**src/hdl/lpg_defines.vh**
```
`ifndef LPG_DEFINES_VH
`define LPG_DEFINES_VH

// ----------------------------------------------------------------------
// Register offsets
// ----------------------------------------------------------------------
`define LPG_ADDR_ENABLE   8'h00
`define LPG_ADDR_RED_LVL  8'h05
`define LPG_ADDR_GRN_LVL  8'h06
`define LPG_ADDR_BLU_LVL  8'h07
`define LPG_ADDR_CONFIG   8'h08

// ----------------------------------------------------------------------
// Field positions
// ----------------------------------------------------------------------
`define LPG_ENA_LOG_BIT    7
`define LPG_CFG_FAST_BIT   6
`define LPG_CFG_MODE_HI    4
`define LPG_CFG_MODE_LO    3
`define LPG_CFG_RSUP_BIT   0

// ----------------------------------------------------------------------
// Reset values
// ----------------------------------------------------------------------
`define LPG_RST_ENABLE    8'h00
`define LPG_RST_LEVEL     8'hAF
`define LPG_RST_CONFIG    8'h00

// ----------------------------------------------------------------------
// Pump mode and gain encodings
// ----------------------------------------------------------------------
`define LPG_MODE_OFF      2'h0
`define LPG_MODE_1X       2'h1
`define LPG_MODE_1P5X     2'h2
`define LPG_MODE_AUTO     2'h3
`define LPG_GAIN_OFF      2'h0
`define LPG_GAIN_1X       2'h1
`define LPG_GAIN_1P5X     2'h2

// ----------------------------------------------------------------------
// Timing
// ----------------------------------------------------------------------
`define LPG_CLK_HZ        125000000
`define LPG_CLK_PERIOD_NS 8
`define LPG_IDLE_TIME_MS  50
`define LPG_IDLE_CYCLES   ((`LPG_IDLE_TIME_MS * 1000000) / `LPG_CLK_PERIOD_NS)
`define LPG_FILT_TIME_NS  10000
`define LPG_FILT_CYCLES   ((`LPG_FILT_TIME_NS + `LPG_CLK_PERIOD_NS - 1) / `LPG_CLK_PERIOD_NS)
`define LPG_FAST_PWM_HZ   558
`define LPG_FAST_DIV      (`LPG_CLK_HZ / (`LPG_FAST_PWM_HZ * 256))
`define LPG_FAST_TICK_LAST 10'h36A
`define LPG_FILT_LAST      16'h04E1

`endif

```
**src/hdl/lpg_pump_gain_ctrl.v**
```verilog
`timescale 1ns/1ns
`default_nettype none
`include "lpg_defines.vh"

module lpg_pump_gain_ctrl #(
  parameter integer IDLE_CYCLES = `LPG_IDLE_CYCLES
) (
  input  wire       clk,
  input  wire       rst_n,
  input  wire       reg_wr,
  input  wire [7:0] reg_addr,
  input  wire [7:0] reg_wdata,
  output reg  [7:0] reg_rdata,
  input  wire       clk32k_in,
  input  wire [2:0] sat_in,
  input  wire [7:0] duty_r,
  input  wire [7:0] duty_g,
  input  wire [7:0] duty_b,
  output reg  [2:0] pwm_out,
  output reg  [1:0] pump_gain,
  output reg        red_on_supply,
  output reg  [7:0] red_drive_level,
  output reg  [7:0] green_drive_level,
  output reg  [7:0] blue_drive_level
);

  // ----------------------------------------------------------------------
  // Registers
  // ----------------------------------------------------------------------
  reg  [7:0] engine_enable_control;
  reg  [7:0] pump_and_pwm_config;
  wire [1:0] pump_mode_select     = pump_and_pwm_config[`LPG_CFG_MODE_HI:`LPG_CFG_MODE_LO];
  wire       pwm_fast_rate_select = pump_and_pwm_config[`LPG_CFG_FAST_BIT];
  wire       log_scale            = engine_enable_control[`LPG_ENA_LOG_BIT];
  wire       red_sup_bit          = pump_and_pwm_config[`LPG_CFG_RSUP_BIT];

  always @(posedge clk or negedge rst_n) begin
    if (!rst_n) begin
      engine_enable_control <= `LPG_RST_ENABLE;
      pump_and_pwm_config   <= `LPG_RST_CONFIG;
      red_drive_level       <= `LPG_RST_LEVEL;
      green_drive_level     <= `LPG_RST_LEVEL;
      blue_drive_level      <= `LPG_RST_LEVEL;
      red_on_supply         <= 1'b0;
    end else begin
      if (reg_wr) begin
        case (reg_addr)
          `LPG_ADDR_ENABLE:  engine_enable_control <= reg_wdata;
          `LPG_ADDR_RED_LVL: red_drive_level       <= reg_wdata;
          `LPG_ADDR_GRN_LVL: green_drive_level     <= reg_wdata;
          `LPG_ADDR_BLU_LVL: blue_drive_level      <= reg_wdata;
          `LPG_ADDR_CONFIG:  pump_and_pwm_config   <= reg_wdata;
          default: ;
        endcase
      end
      // Green and blue have no select: they are hard-wired to the pump.
      red_on_supply <= red_sup_bit;
    end
  end

  // The read port answers one edge after the address, whatever the strobe does.
  // Unmapped offsets read as zero so software can probe the map safely.
  reg  [7:0] next_rdata;

  always @* begin
    case (reg_addr)
      `LPG_ADDR_ENABLE:  next_rdata = engine_enable_control;
      `LPG_ADDR_RED_LVL: next_rdata = red_drive_level;
      `LPG_ADDR_GRN_LVL: next_rdata = green_drive_level;
      `LPG_ADDR_BLU_LVL: next_rdata = blue_drive_level;
      `LPG_ADDR_CONFIG:  next_rdata = pump_and_pwm_config;
      default:           next_rdata = 8'h00;
    endcase
  end

  always @(posedge clk or negedge rst_n) begin
    if (!rst_n)
      reg_rdata <= 8'h00;
    else
      reg_rdata <= next_rdata;
  end

  // ----------------------------------------------------------------------
  // 32 kHz input synchroniser and PWM step tick
  // ----------------------------------------------------------------------
  // Both edges of the 32 kHz clock are used, so 256 steps fit one 256 Hz period.
  reg        ck_s1;
  reg        ck_s2;
  reg        ck_s3;
  reg        ck_acc;
  reg [9:0]  osc_div;
  reg        step;
  wire       ck_edge  = (ck_s2 == ck_s3) && (ck_s3 != ck_acc);
  wire       osc_tick = (osc_div == `LPG_FAST_TICK_LAST);

  always @(posedge clk or negedge rst_n) begin
    if (!rst_n) begin
      ck_s1   <= 1'b0;
      ck_s2   <= 1'b0;
      ck_s3   <= 1'b0;
      ck_acc  <= 1'b0;
      osc_div <= 10'h000;
      step    <= 1'b0;
    end else begin
      ck_s1   <= clk32k_in;
      ck_s2   <= ck_s1;
      ck_s3   <= ck_s2;
      if (ck_s2 == ck_s3)
        ck_acc <= ck_s3;
      osc_div <= osc_tick ? 10'h000 : osc_div + 10'h001;
      step    <= pwm_fast_rate_select ? osc_tick : ck_edge;
    end
  end

  // ----------------------------------------------------------------------
  // PWM generators
  // ----------------------------------------------------------------------
  // Square law over 256 codes: monotonic, roughly perceptual, cheap in gates.
  function [7:0] log_map;
    input [7:0] d;
    reg   [15:0] sq;
    begin
      sq      = d * d;
      log_map = sq[15:8];
    end
  endfunction

  reg  [7:0]  pwm_cnt;
  wire [23:0] duty_all = {duty_b, duty_g, duty_r};

  always @(posedge clk or negedge rst_n) begin
    if (!rst_n)
      pwm_cnt <= 8'h00;
    else if (step)
      pwm_cnt <= pwm_cnt + 8'h01;
  end

  genvar ch;
  generate
    for (ch = 0; ch < 3; ch = ch + 1) begin : g_pwm
      wire [7:0] duty = duty_all[ch*8 +: 8];
      wire [7:0] cmp  = log_scale ? log_map(duty) : duty;
      always @(posedge clk or negedge rst_n) begin
        if (!rst_n)
          pwm_out[ch] <= 1'b0;
        else
          pwm_out[ch] <= (pwm_cnt < cmp);
      end
    end
  endgenerate

  // ----------------------------------------------------------------------
  // Headroom monitor synchronisers and filters
  // ----------------------------------------------------------------------
  reg [2:0] sat_filt;

  generate
    for (ch = 0; ch < 3; ch = ch + 1) begin : g_mon
      reg        s1;
      reg        s2;
      reg        s3;
      reg        acc;
      reg [15:0] hold;
      always @(posedge clk or negedge rst_n) begin
        if (!rst_n) begin
          s1          <= 1'b0;
          s2          <= 1'b0;
          s3          <= 1'b0;
          acc         <= 1'b0;
          hold        <= 16'h0000;
          sat_filt[ch] <= 1'b0;
        end else begin
          s1 <= sat_in[ch];
          s2 <= s1;
          s3 <= s2;
          if (s2 == s3)
            acc <= s3;
          // A level must persist for the whole window before it counts.
          if (acc == sat_filt[ch]) begin
            hold <= 16'h0000;
          end else if (hold == `LPG_FILT_LAST) begin
            hold         <= 16'h0000;
            sat_filt[ch] <= acc;
          end else begin
            hold <= hold + 16'h0001;
          end
        end
      end
    end
  endgenerate

  // ----------------------------------------------------------------------
  // Idle timer and gain selection
  // ----------------------------------------------------------------------
  // The gain is a three-state machine whose codes are the pump gain codes.
  // Off is reachable only through the mode field, never through the monitors.
  localparam [1:0] ST_OFF  = `LPG_GAIN_OFF;
  localparam [1:0] ST_1X   = `LPG_GAIN_1X;
  localparam [1:0] ST_1P5X = `LPG_GAIN_1P5X;

  reg  [22:0] idle_cnt;
  reg         idle;
  reg  [22:0] next_idle_cnt;
  reg         next_idle;
  reg  [1:0]  next_gain;
  wire        any_active = |pwm_out;
  wire        need_boost = sat_filt[1] | sat_filt[2] | (sat_filt[0] & ~red_sup_bit);

  // The counter stops at its end value, so a long dark spell cannot wrap it
  // back to zero and briefly release the bypass.
  always @* begin
    next_idle_cnt = idle_cnt;
    next_idle     = idle;
    if (any_active) begin
      next_idle_cnt = 23'h000000;
      next_idle     = 1'b0;
    end else if (idle_cnt == IDLE_CYCLES[22:0]) begin
      next_idle = 1'b1;
    end else begin
      next_idle_cnt = idle_cnt + 23'h000001;
    end
  end

  always @(posedge clk or negedge rst_n) begin
    if (!rst_n) begin
      idle_cnt <= 23'h000000;
      idle     <= 1'b0;
    end else begin
      idle_cnt <= next_idle_cnt;
      idle     <= next_idle;
    end
  end

  // Idle wins over a boost request: a dark string needs no headroom.
  always @* begin
    case (pump_mode_select)
      `LPG_MODE_OFF: begin
        next_gain = ST_OFF;
      end
      `LPG_MODE_1X: begin
        next_gain = ST_1X;
      end
      `LPG_MODE_1P5X: begin
        next_gain = ST_1P5X;
      end
      `LPG_MODE_AUTO: begin
        case (pump_gain)
          ST_1P5X: begin
            if (idle || !need_boost)
              next_gain = ST_1X;
            else
              next_gain = ST_1P5X;
          end
          default: begin
            if (!idle && need_boost)
              next_gain = ST_1P5X;
            else
              next_gain = ST_1X;
          end
        endcase
      end
      default: begin
        next_gain = ST_OFF;
      end
    endcase
  end

  always @(posedge clk or negedge rst_n) begin
    if (!rst_n)
      pump_gain <= ST_OFF;
    else
      pump_gain <= next_gain;
  end

endmodule // lpg_pump_gain_ctrl
`default_nettype wire

```
**config.mk**
```make
export PLATFORM = sky130hd
export DESIGN_NAME = lpg_pump_gain_ctrl
export DESIGN_NICKNAME = d
export VERILOG_FILES = /design/src/hdl/lpg_pump_gain_ctrl.v
export VERILOG_INCLUDE_DIRS = /design/src /design/src/hdl
export SDC_FILE = /design/constraint.sdc
export NUM_CORES = 1
export LEC_CHECK = 0
export BUFFER_PORTS_ARGS = -buffer_cell sky130_fd_sc_hd__buf_2
export CAP_MARGIN = 20
export CELL_PAD_IN_SITES_DETAIL_PLACEMENT = 0
export CELL_PAD_IN_SITES_GLOBAL_PLACEMENT = 1
export CORE_MARGIN = 3
export CORE_UTILIZATION = 49
export CTS_CLUSTER_DIAMETER = 50
export DETAILED_ROUTE_END_ITERATION = 7
export PLACE_DENSITY_LB_ADDON = 0.08
export SETUP_SLACK_MARGIN = 0.5
export SYNTH_ARGS = -nofsm -noshare
export SYNTH_HDL_FRONTEND = slang
export SYNTH_SLANG_ARGS = --single-unit
```
**constraint.sdc**
```tcl
create_clock -name clk -period 2.9 [get_ports clk]
set_input_delay 0.145 -clock clk [delete_from_list [all_inputs] [get_ports clk]]
set_output_delay 0.145 -clock clk [all_outputs]
set_load 0.05 [all_outputs]
```
Word-level counts from Yosys, hierarchy flattened. Cells that the tools add are included.

Divide/modulo/power cells: 0. Bitwise gates (word level): 7. Equal/unequal tests: 22. Multiplexer cells: 20. Shifts and indexed selects: 0. $mul: 3. Reduce and logical (&&, ||, !) cells: 17. Add/sub/neg operators: 6. $lt $le $gt $ge: 3.

Operator list (count): two-way mux 16 bit (6); adder 16 x 1 -> 16 bit, second input constant (3); == test 16 x 11 -> 1 bit, second input constant (3); multiplier 8 x 8 -> 16 bit (3); two-way mux 23 bit (2); case mux 8 bit (5 select lines) (1); == test 8 x 3 -> 1 bit, second input constant (3); less-than comparator 8 bit (3); two-way mux 8 bit (3); adder 23 x 1 -> 23 bit, second input constant (1); == test 23 bit, second input constant (1); AND reduction 2 bit (8); adder 10 x 1 -> 10 bit, second input constant (1); == test 10 bit, second input constant (1); two-way mux 10 bit (1); adder 8 x 1 -> 8 bit, second input constant (1); == test 8 x 4 -> 1 bit, second input constant (1); logical NOT 8 bit (1); case mux 2 bit (4 select lines) (1); == test 1 bit (7); == test 2 bit, second input constant (3); two-way mux 2 bit (3); NOT 1 bit (4); two-way mux 1 bit (3); other kinds (11) (14).

Bits in latches: 0. Logic and storage cells: 116. ROM bits: 0. Input bits: 47. Flip-flop bits (word level): 164. Output and inout bits: 38. Memories: 0. Bits in writable memories: 0.

Depth between registers and ports, before layout. Gate-level depths: netlist of run 1.

Depth after elaboration: 8. Mapped depth: 24. Depth with buffers taken out: 23.

Worst setup path after synthesis of run 1. OpenSTA, ideal clock, no wires.

Kind: input-to-reg. Start: input port duty_b[2]. End: register pwm_out[2]. Setup time: 0.065 ns. Path buffers: 1. Data required time: 2.835 ns. Stages: 22. Arrival: 4.986 ns. Setup slack: -2.150 ns. Cells stage by stage: clkbuf_1 and2_1 fa_1 fa_1 inv_1 fa_1 fa_1 inv_1 ha_1 nand2_1 a211oi_1 o21ai_1 a21oi_1 a21o_1 xor2_1 mux2i_1 ha_1 a21o_1 a21o_1 a21oi_1 o21a_1 a31o_2.

Cells in the longest elaborated chain, start to end: 3.

Ends and longest elaborated chain: start, declared (RTL line lpg_pump_gain_ctrl.v:18) `input wire [7:0] duty_b,`; multiplier 8 x 8 -> 16 bit (RTL line lpg_pump_gain_ctrl.v:123) `sq = d * d;`; two-way mux 8 bit * (RTL line lpg_pump_gain_ctrl.v:142) `wire [7:0] cmp = log_scale ? log_map(duty) : duty;`; less-than comparator 8 bit * (RTL line lpg_pump_gain_ctrl.v:147) `pwm_out[ch] <= (pwm_cnt < cmp);`; end signal, assigned by index (RTL line lpg_pump_gain_ctrl.v:147); end, declared (RTL line lpg_pump_gain_ctrl.v:19) `output reg [2:0] pwm_out,`.

Every way passes the cells marked *; elsewhere a longest branch is shown, timed or not. A chain may end at the register's enable or synchronous reset.

Final worst setup path of run 1.
Start: input port duty_g[2]. End: register pwm_out[1].

Cells in the longest elaborated chain, start to end: 3.

Ends and longest elaborated chain: start, declared (RTL line lpg_pump_gain_ctrl.v:17) `input wire [7:0] duty_g,`; multiplier 8 x 8 -> 16 bit (RTL line lpg_pump_gain_ctrl.v:123); two-way mux 8 bit * (RTL line lpg_pump_gain_ctrl.v:142); less-than comparator 8 bit * (RTL line lpg_pump_gain_ctrl.v:147).

Marked as above.

==> results of run 1 <==
[worst register-to-register path, delay by kind of cell (launching register included)]
family,cells,cell delay [ps]
flops,1,380
fa+ha+maj,1,280
simple gates,2,190
compound gates,3,770
buf+inv,1,320
[worst max path at each step]
stage                       to  slack (ps)  depth (start not counted)
finish              pwm_out[1]       -1590                         23
global route        pwm_out[1]       -1860                         23
CTS                 pwm_out[1]       -1580                         23
detailed placement  pwm_out[1]       -2150                         21
global placement    pwm_out[1]       -2020                         22
floorplan           pwm_out[2]       -1880                         22
[final cells by class]
type / count / area share
multi-input cells: 867 / 0.520
flip-flops and latches: 164 / 0.276
repair buffers: 216 / 0.0997
inverters: 152 / 0.0385
clock buffers: 18 / 0.0294
well taps: 324 / 0.0271
clock inverters: 14 / 0.00946
[routing by layer]
| metal | wire length [um] | vias up | share of wire |
|---|---|---|---|
| met5 | 0 | - | 0 |
| met4 | 173 | 0 | 0.0071 |
| met3 | 439 | 14 | 0.018 |
| met2 | 12100 | 54 | 0.50 |
| met1 | 11500 | 4306 | 0.47 |
| li1 | - | 4421 | - |
[power breakdown]
group	switching [W]	total (W)	internal [W]
Combinational	0.00177	0.00363	0.00186
Sequential	0.000151	0.00255	0.00240
Clock	0.000968	0.00220	0.00123
Total	0.00289	0.00838	0.00549
[cell usage in the layout, fill, tap and decap left out, drive strengths merged, types with 26 or more instances in the layout]
| cell | count |
|---|---|
| nand2 | 64 |
| xor2 | 55 |
| inv | 158 |
| mux2i | 26 |
| buf | 211 |
| dfrtp | 146 |
| ha | 116 |
| nor2 | 122 |
| and2 | 52 |
| xnor2 | 59 |
| nand3 | 34 |
| fa | 72 |
| mux2 | 53 |
| a21oi | 31 |
[through the flow]
stage,util,hold WS (ps)
2_1_floorplan,-,-151
3_3_place_gp,0.577,141
3_5_place_dp,0.577,146
4_1_cts,0.607,8.72
5_1_grt,0.613,14.9
6_report,0.613,26.3
[sequential cells by signal, indices dropped and copies added, names as in the netlist, 2 cells and up]
name	count
reg_rdata	8
pump_gain	2
g_mon.s1	3
pwm_cnt	8
g_mon.s3	3
osc_div	10
g_mon.hold	48
sat_filt	3
blue_drive_level	8
red_drive_level	8
green_drive_level	8
pwm_out	3
g_mon.s2	3
g_mon.acc	3
pump_and_pwm_config	8
idle_cnt	23
engine_enable_control	8
[kinds of logic (layout without fill, tap and decap cells)]
kind of cell               count (synthesis)  after routing  share of synthesized area
AOI/OAI and AO/OA                        103            103                     0.0545
xor gates and xnor gates                 114            114                     0.0818
adders and majority gates                192            192                      0.240
buffers and inverters                    179            400                     0.0564
DFF                                      164            164                      0.338
muxes                                     79             79                     0.0708
other                                      1              1                   0.000307
and+or+nand+nor                          378            378                      0.158
[timing repair]
action,CTS,global route
hold buffers,5,0
pin swaps,19,43
hold endpoints to repair,56,0
gates resized for setup,24,36
setup endpoints to repair,3,3
buffers inserted,0,2
==> qor.csv, run 1 <==
stage,metric,value,unit
run,Max-Cap Viols,0,
cells_and_area,Multi-input gate area,0.00777,mm2
clocking,Root Driver,clkbuf_16,
floorplanning,die span in x,164,um
global_routing,GR Util met2,0.330,
global_routing,pin count of the biggest net entering global routing,71,
global_routing,first-pass GRT wire length,42500,um
floorplanning,Top-Level Pins,85,
timing,RSZ-0062 raised after global routing,yes,
timing,final worst-path cycle share,1.55,
critical_path,reg-to-reg setup timing slack,840,ps
clocking,worst skew pair latency,420,ps
clocking,H-tree depth,4,
pwr,VDD IR max,398,uV
floorplanning,die area,0.0269,mm2
placed_design,placed cell count,1716,
critical_path,CP max FO,6,
global_routing,Overflow after GRT,0,
critical_path,cells along the critical path,buf_4 -> and2_4 -> ha_2 -> or2_4 -> fa_1 -> fa_1 -> inv_1 -> fa_1 -> inv_1 -> ha_2 -> or3_1 -> a31oi_1 -> a21oi_2 -> a211o_1 -> a21oi_2 -> xnor2_1 -> mux2i_1 -> ha_1 -> a21o_1 -> a21o_1 -> a21oi_2 -> nand2_1 -> o21ai_2,
timing,Pins Over Slew Limit,0,
timing,worst rel slew slack,0.453,
cells_and_area,final instance area,0.0150,mm2
placed_design,post-place setup slack,-2150,ps
global_routing,vias in the first global route,9049,
placed_design,Final GP Congestion,0.785,
critical_path,Worst R2R Start,engine_enable_control[7],
placed_design,# port buffers,84,
logic_synthesis,Mapped Area,0.0122,mm2
pwr,cell area power density,560,mW/mm2
logic_synthesis,top post-synthesis cells by area,"dfrtp_1 30%, ha_1 12%, fa_1 12%, mux2_2 4.7%, inv_1 4.6%",
logic_synthesis,Mapped Cells,1210,
timing,Finish-stage setup viols,3,
logic_synthesis,synthesized flop and latch total,164,
timing,clock skew,7.58,ps
clocking,number of buffers created by CTS,17,
routing,total number of vias,8795,
cells_and_area,fraction of layout instances using a drive strength above 1,0.276,
logic_synthesis,top_reg_cell synth,dfrtp_1,
cells_and_area,Non-Filler Instances,1755,
logic_synthesis,syn avg cell area,10.1,um2
clocking,CTS tree,yes,
critical_path,startpoint types,input port,
logic_synthesis,most frequent cell after synthesis,inv_1,
critical_path,Crit Path Class,input port to flop,
clocking,clock sinks,164,
routing,DRC,0,
cells_and_area,register area,0.00413,mm2
worst_hold_path,Min-Delay Path Depth,2,
global_routing,Total Routing Usage GR,0.191,
critical_path,depth of the worst register-to-register path,7,
cells_and_area,Total Nets Final,1653,
cells_and_area,P&R area growth vs syn,22.5,%
critical_path,critical path's slowest cell,fa_1,
worst_hold_path,HP Class,input port to flop,
routing,Antenna Nets Post-Route,0,
logic_synthesis,Ys Warns,0,
routing,Vias/cell,5.01,
timing,Worst Tran Pin Value,813,ps
timing,Post-Route Setup TNS,-4650,ps
timing,min Tclk post-route,4490,ps
status,failing checks,negative setup slack,
logic_synthesis,Post-synth EDFFs,0,
status,status,"complete, but fails checks",
floorplanning,FP Rows,57,
placed_design,hpwl dp,18900,um
logic_synthesis,Async SR Flop Fraction,1.00,
routing,DRT Wirelength,24200,um
timing,FMAX,223,MHz
critical_path,Critical Path Max Stage Delay,510,ps
pwr,leakage power,7.46,nW
floorplanning,core footprint,0.0244,mm2
placed_design,placed cell area,0.0141,mm2
global_routing,Global Route met1 Usage,0.261,
cells_and_area,n_diodes,0,
logic_synthesis,most frequent cells after synthesis,"151 x inv_1, 146 x dfrtp_1, 120 x nor2_1",
critical_path,CP top delay family,adder cells,
critical_path,crit path buf inv count,3,
critical_path,Required @ worst endpoint,3250,ps
logic_synthesis,Yosys cell types,60,
pwr,Pwr Total,0.00838,W
critical_path,RR Endpoint,pwm_out[2],
routing,DRT Pass-1 Iters,4,
global_routing,met3 Track Usage GR,0.0285,
floorplanning,die height,164,um
timing,Fin. Hold Viols,0,
global_routing,initial antenna violation count,0,
logic_synthesis,sequential area share after synthesis,0.338,
worst_hold_path,min-delay src,reg_wdata[2],
timing,Setup WS post-layout,-1590,ps
logic_synthesis,Synth area leader,dfrtp_1,
logic_synthesis,top cell type's share of synthesized area,0.299,
floorplanning,Initial Util,0.501,
clocking,CTS Buffer Depth,2,
critical_path,Critical Path Start,duty_g[2],
critical_path,critical path arrival,4840,ps
global_routing,gr busiest metal,met2,
routing,Iter 0 DRT Violations,364,
worst_hold_path,worst hold endpoint,pump_and_pwm_config[2],
critical_path,CP Capture Type,flop,
clocking,"CTS clk-pin slew, worst paths",70,ps
logic_synthesis,Mapped Nets,1445,
cells_and_area,number of fill cells,2154,
routing,routed len/inst,13.8,um
No activity file was read; power rests on OpenSTA's default activity.
==> run 2, diff against run 1 <==
- RECOVER_POWER: default -> 100
==> qor.csv, run 2 (synthesis gave the netlist of run 1 again) <==
stage,metric,value,unit
clocking,CTS tree,yes,
cells_and_area,Largest register FFs,48,
worst_hold_path,Min-Delay Path Depth,2,
timing,RSZ-0062 raised after global routing,yes,
cells_and_area,final instance area,0.0148,mm2
cells_and_area,top flop regs,"g_mon.hold: 48 flops, idle_cnt: 23 flops, osc_div: 10 flops",
routing,total number of vias,8794,
timing,clock skew,7.57,ps
critical_path,Required @ worst endpoint,3250,ps
cells_and_area,Total Nets Final,1653,
clocking,clock sinks,164,
cells_and_area,P&R area growth vs syn,21.4,%
clocking,CTS Buffer Depth,2,
routing,DRC,0,
timing,Pins Over Slew Limit,0,
placed_design,hpwl dp,18900,um
placed_design,Final GP Congestion,0.785,
cells_and_area,"commonest non-fill, non-tap cells in the layout","146 x dfrtp_1, 144 x inv_1, 128 x buf_4, 119 x nor2_1, 103 x ha_1",
clocking,Root Driver,clkbuf_16,
critical_path,reg-to-reg setup timing slack,710,ps
pwr,VDD IR max,399,uV
timing,Finish-stage setup viols,3,
clocking,worst skew pair latency,420,ps
cells_and_area,number of fill cells,2193,
timing,Fin. Hold Viols,0,
worst_hold_path,min-delay src,reg_wdata[4],
routing,DRT Wirelength,24300,um
worst_hold_path,worst hold endpoint,red_drive_level[4],
cells_and_area,register area,0.00413,mm2
global_routing,pin count of the biggest net entering global routing,71,
pwr,cell area power density,564,mW/mm2
routing,routed len/inst,13.9,um
pwr,Clock power frac,0.263,
routing,DRT Pass-1 Iters,4,
timing,Setup WS post-layout,-1590,ps
floorplanning,FP Rows,57,
critical_path,Worst R2R Start,idle_cnt[7],
cells_and_area,most flop-heavy register,g_mon.hold,
cells_and_area,Layout Utilization,0.608,
clocking,H-tree depth,4,
timing,final worst-path cycle share,1.55,
routing,Iter 0 DRT Violations,354,
floorplanning,die span in x,164,um
critical_path,critical path's slowest cell,fa_1,
critical_path,cells along the critical path,buf_4 -> and2_4 -> ha_2 -> or2_4 -> fa_1 -> fa_1 -> inv_1 -> fa_1 -> inv_1 -> ha_2 -> or3_1 -> a31oi_1 -> a21oi_2 -> a211o_1 -> a21oi_2 -> xnor2_1 -> mux2i_1 -> ha_1 -> a21o_1 -> a21o_1 -> a21oi_2 -> nand2_1 -> o21ai_2,
clocking,number of buffers created by CTS,17,
critical_path,critical path arrival,4840,ps
routing,Antenna Nets Post-Route,0,
critical_path,CP max FO,6,
critical_path,startpoint types,input port,
cells_and_area,fraction of layout instances using a drive strength above 1,0.242,
placed_design,# port buffers,84,
global_routing,Overflow after GRT,0,
timing,Worst Tran Pin Value,1360,ps
critical_path,Critical Path Max Stage Delay,510,ps
floorplanning,Initial Util,0.501,
clocking,"CTS clk-pin slew, worst paths",60,ps
pwr,internal cell power,0.00548,W
floorplanning,core footprint,0.0244,mm2
pwr,Sw Ratio,0.345,
timing,worst rel slew slack,0.0910,
pwr,Seq pwr share,0.305,
critical_path,depth of the worst register-to-register path,4,
global_routing,initial antenna violation count,0,
floorplanning,Top-Level Pins,85,
floorplanning,die area,0.0269,mm2
pwr,Psw,0.00289,W
cells_and_area,Multi-input gate area,0.00772,mm2
status,status,"complete, but fails checks",
global_routing,first-pass GRT wire length,42500,um
critical_path,CP Capture Type,flop,
cells_and_area,"commonest non-fill, non-tap cell in the layout",dfrtp_1,
pwr,leakage power,7.26,nW
status,failing checks,negative setup slack,
pwr,Combinational Power Share,0.432,
worst_hold_path,HP Class,input port to flop,
run,Max-Cap Viols,0,
timing,FMAX,223,MHz
global_routing,Total Routing Usage GR,0.191,
critical_path,RR Endpoint,idle_cnt[1],
timing,min Tclk post-route,4490,ps
floorplanning,die height,164,um
timing,hold slack,20.8,ps
cells_and_area,n_diodes,0,
critical_path,Crit Path Class,input port to flop,
placed_design,placed cell area,0.0141,mm2
global_routing,vias in the first global route,9049,
routing,Vias/cell,5.01,
## run 2: cell type report
| type | instances | share of cell area |
|---|---|---|
| multi-input cells | 867 | 0.521 |
| inverters | 152 | 0.0386 |
| well taps | 324 | 0.0273 |
| flip-flops and latches | 164 | 0.278 |
| repair buffers | 216 | 0.0957 |
| clock inverters | 14 | 0.00954 |
| clock buffers | 18 | 0.0296 |
## run 2: worst max-delay path: cells and delay by family
family,cells,cell delay [ps]
simple gates,4,820
mux,1,90
fa+ha+maj,6,2090
xor+xnor,1,120
buf+inv,3,220
compound gates,8,1370
## run 2: how the worst max path moves through the flow
stage                       endpoint       from  cells past startpoint  slack [ps]
after floorplan           pwm_out[2]  duty_b[2]                     22       -1880
after global routing      pwm_out[1]  duty_g[2]                     23       -1860
after CTS                 pwm_out[1]  duty_g[2]                     23       -1580
after global placement    pwm_out[1]  duty_g[3]                     22       -2020
final                     pwm_out[1]  duty_g[2]                     23       -1590
after detailed placement  pwm_out[1]  duty_g[2]                     21       -2150
## run 2: power by group through the flow
stage	clock network (W)	registers, W	logic [W]
2_1_floorplan	0	0.00263	0.00229
3_3_place_gp	0	0.00260	0.00342
3_5_place_dp	0	0.00260	0.00347
4_1_cts	0.00224	0.00256	0.00355
5_1_grt	0.00235	0.00257	0.00414
6_report	0.00220	0.00255	0.00361
## run 2: timing repair
item / in CTS / in global routing
setup buffers: 0 / 2
hold buffers: 5 / 0
resized for setup: 24 / 36
pin swaps: 19 / 43
hold endpoints to repair: 56 / 0
endpoints found under the setup margin: 3 / 3
## run 2: stage by stage
stage               setup TNS (ps)  instances  power, W  worst slack, ps
floorplan                    -5360       1210   0.00492            -1880
global placement             -5970       1716   0.00601            -2020
detailed placement           -6310       1716   0.00607            -2150
CTS                          -4660       1753   0.00835            -1580
global route                 -5300       1755   0.00907            -1860
finish                       -4640       1755   0.00837            -1590
## run 2: routing by layer
layer | vias to the layer above | track usage | wire [um]
met1 | 4294 | 0.261 | 11600
met2 | 63 | 0.330 | 12100
met5 | - | 0 | 0
li1 | 4423 | - | -
met4 | 0 | 0.0319 | 173
met3 | 14 | 0.0285 | 432
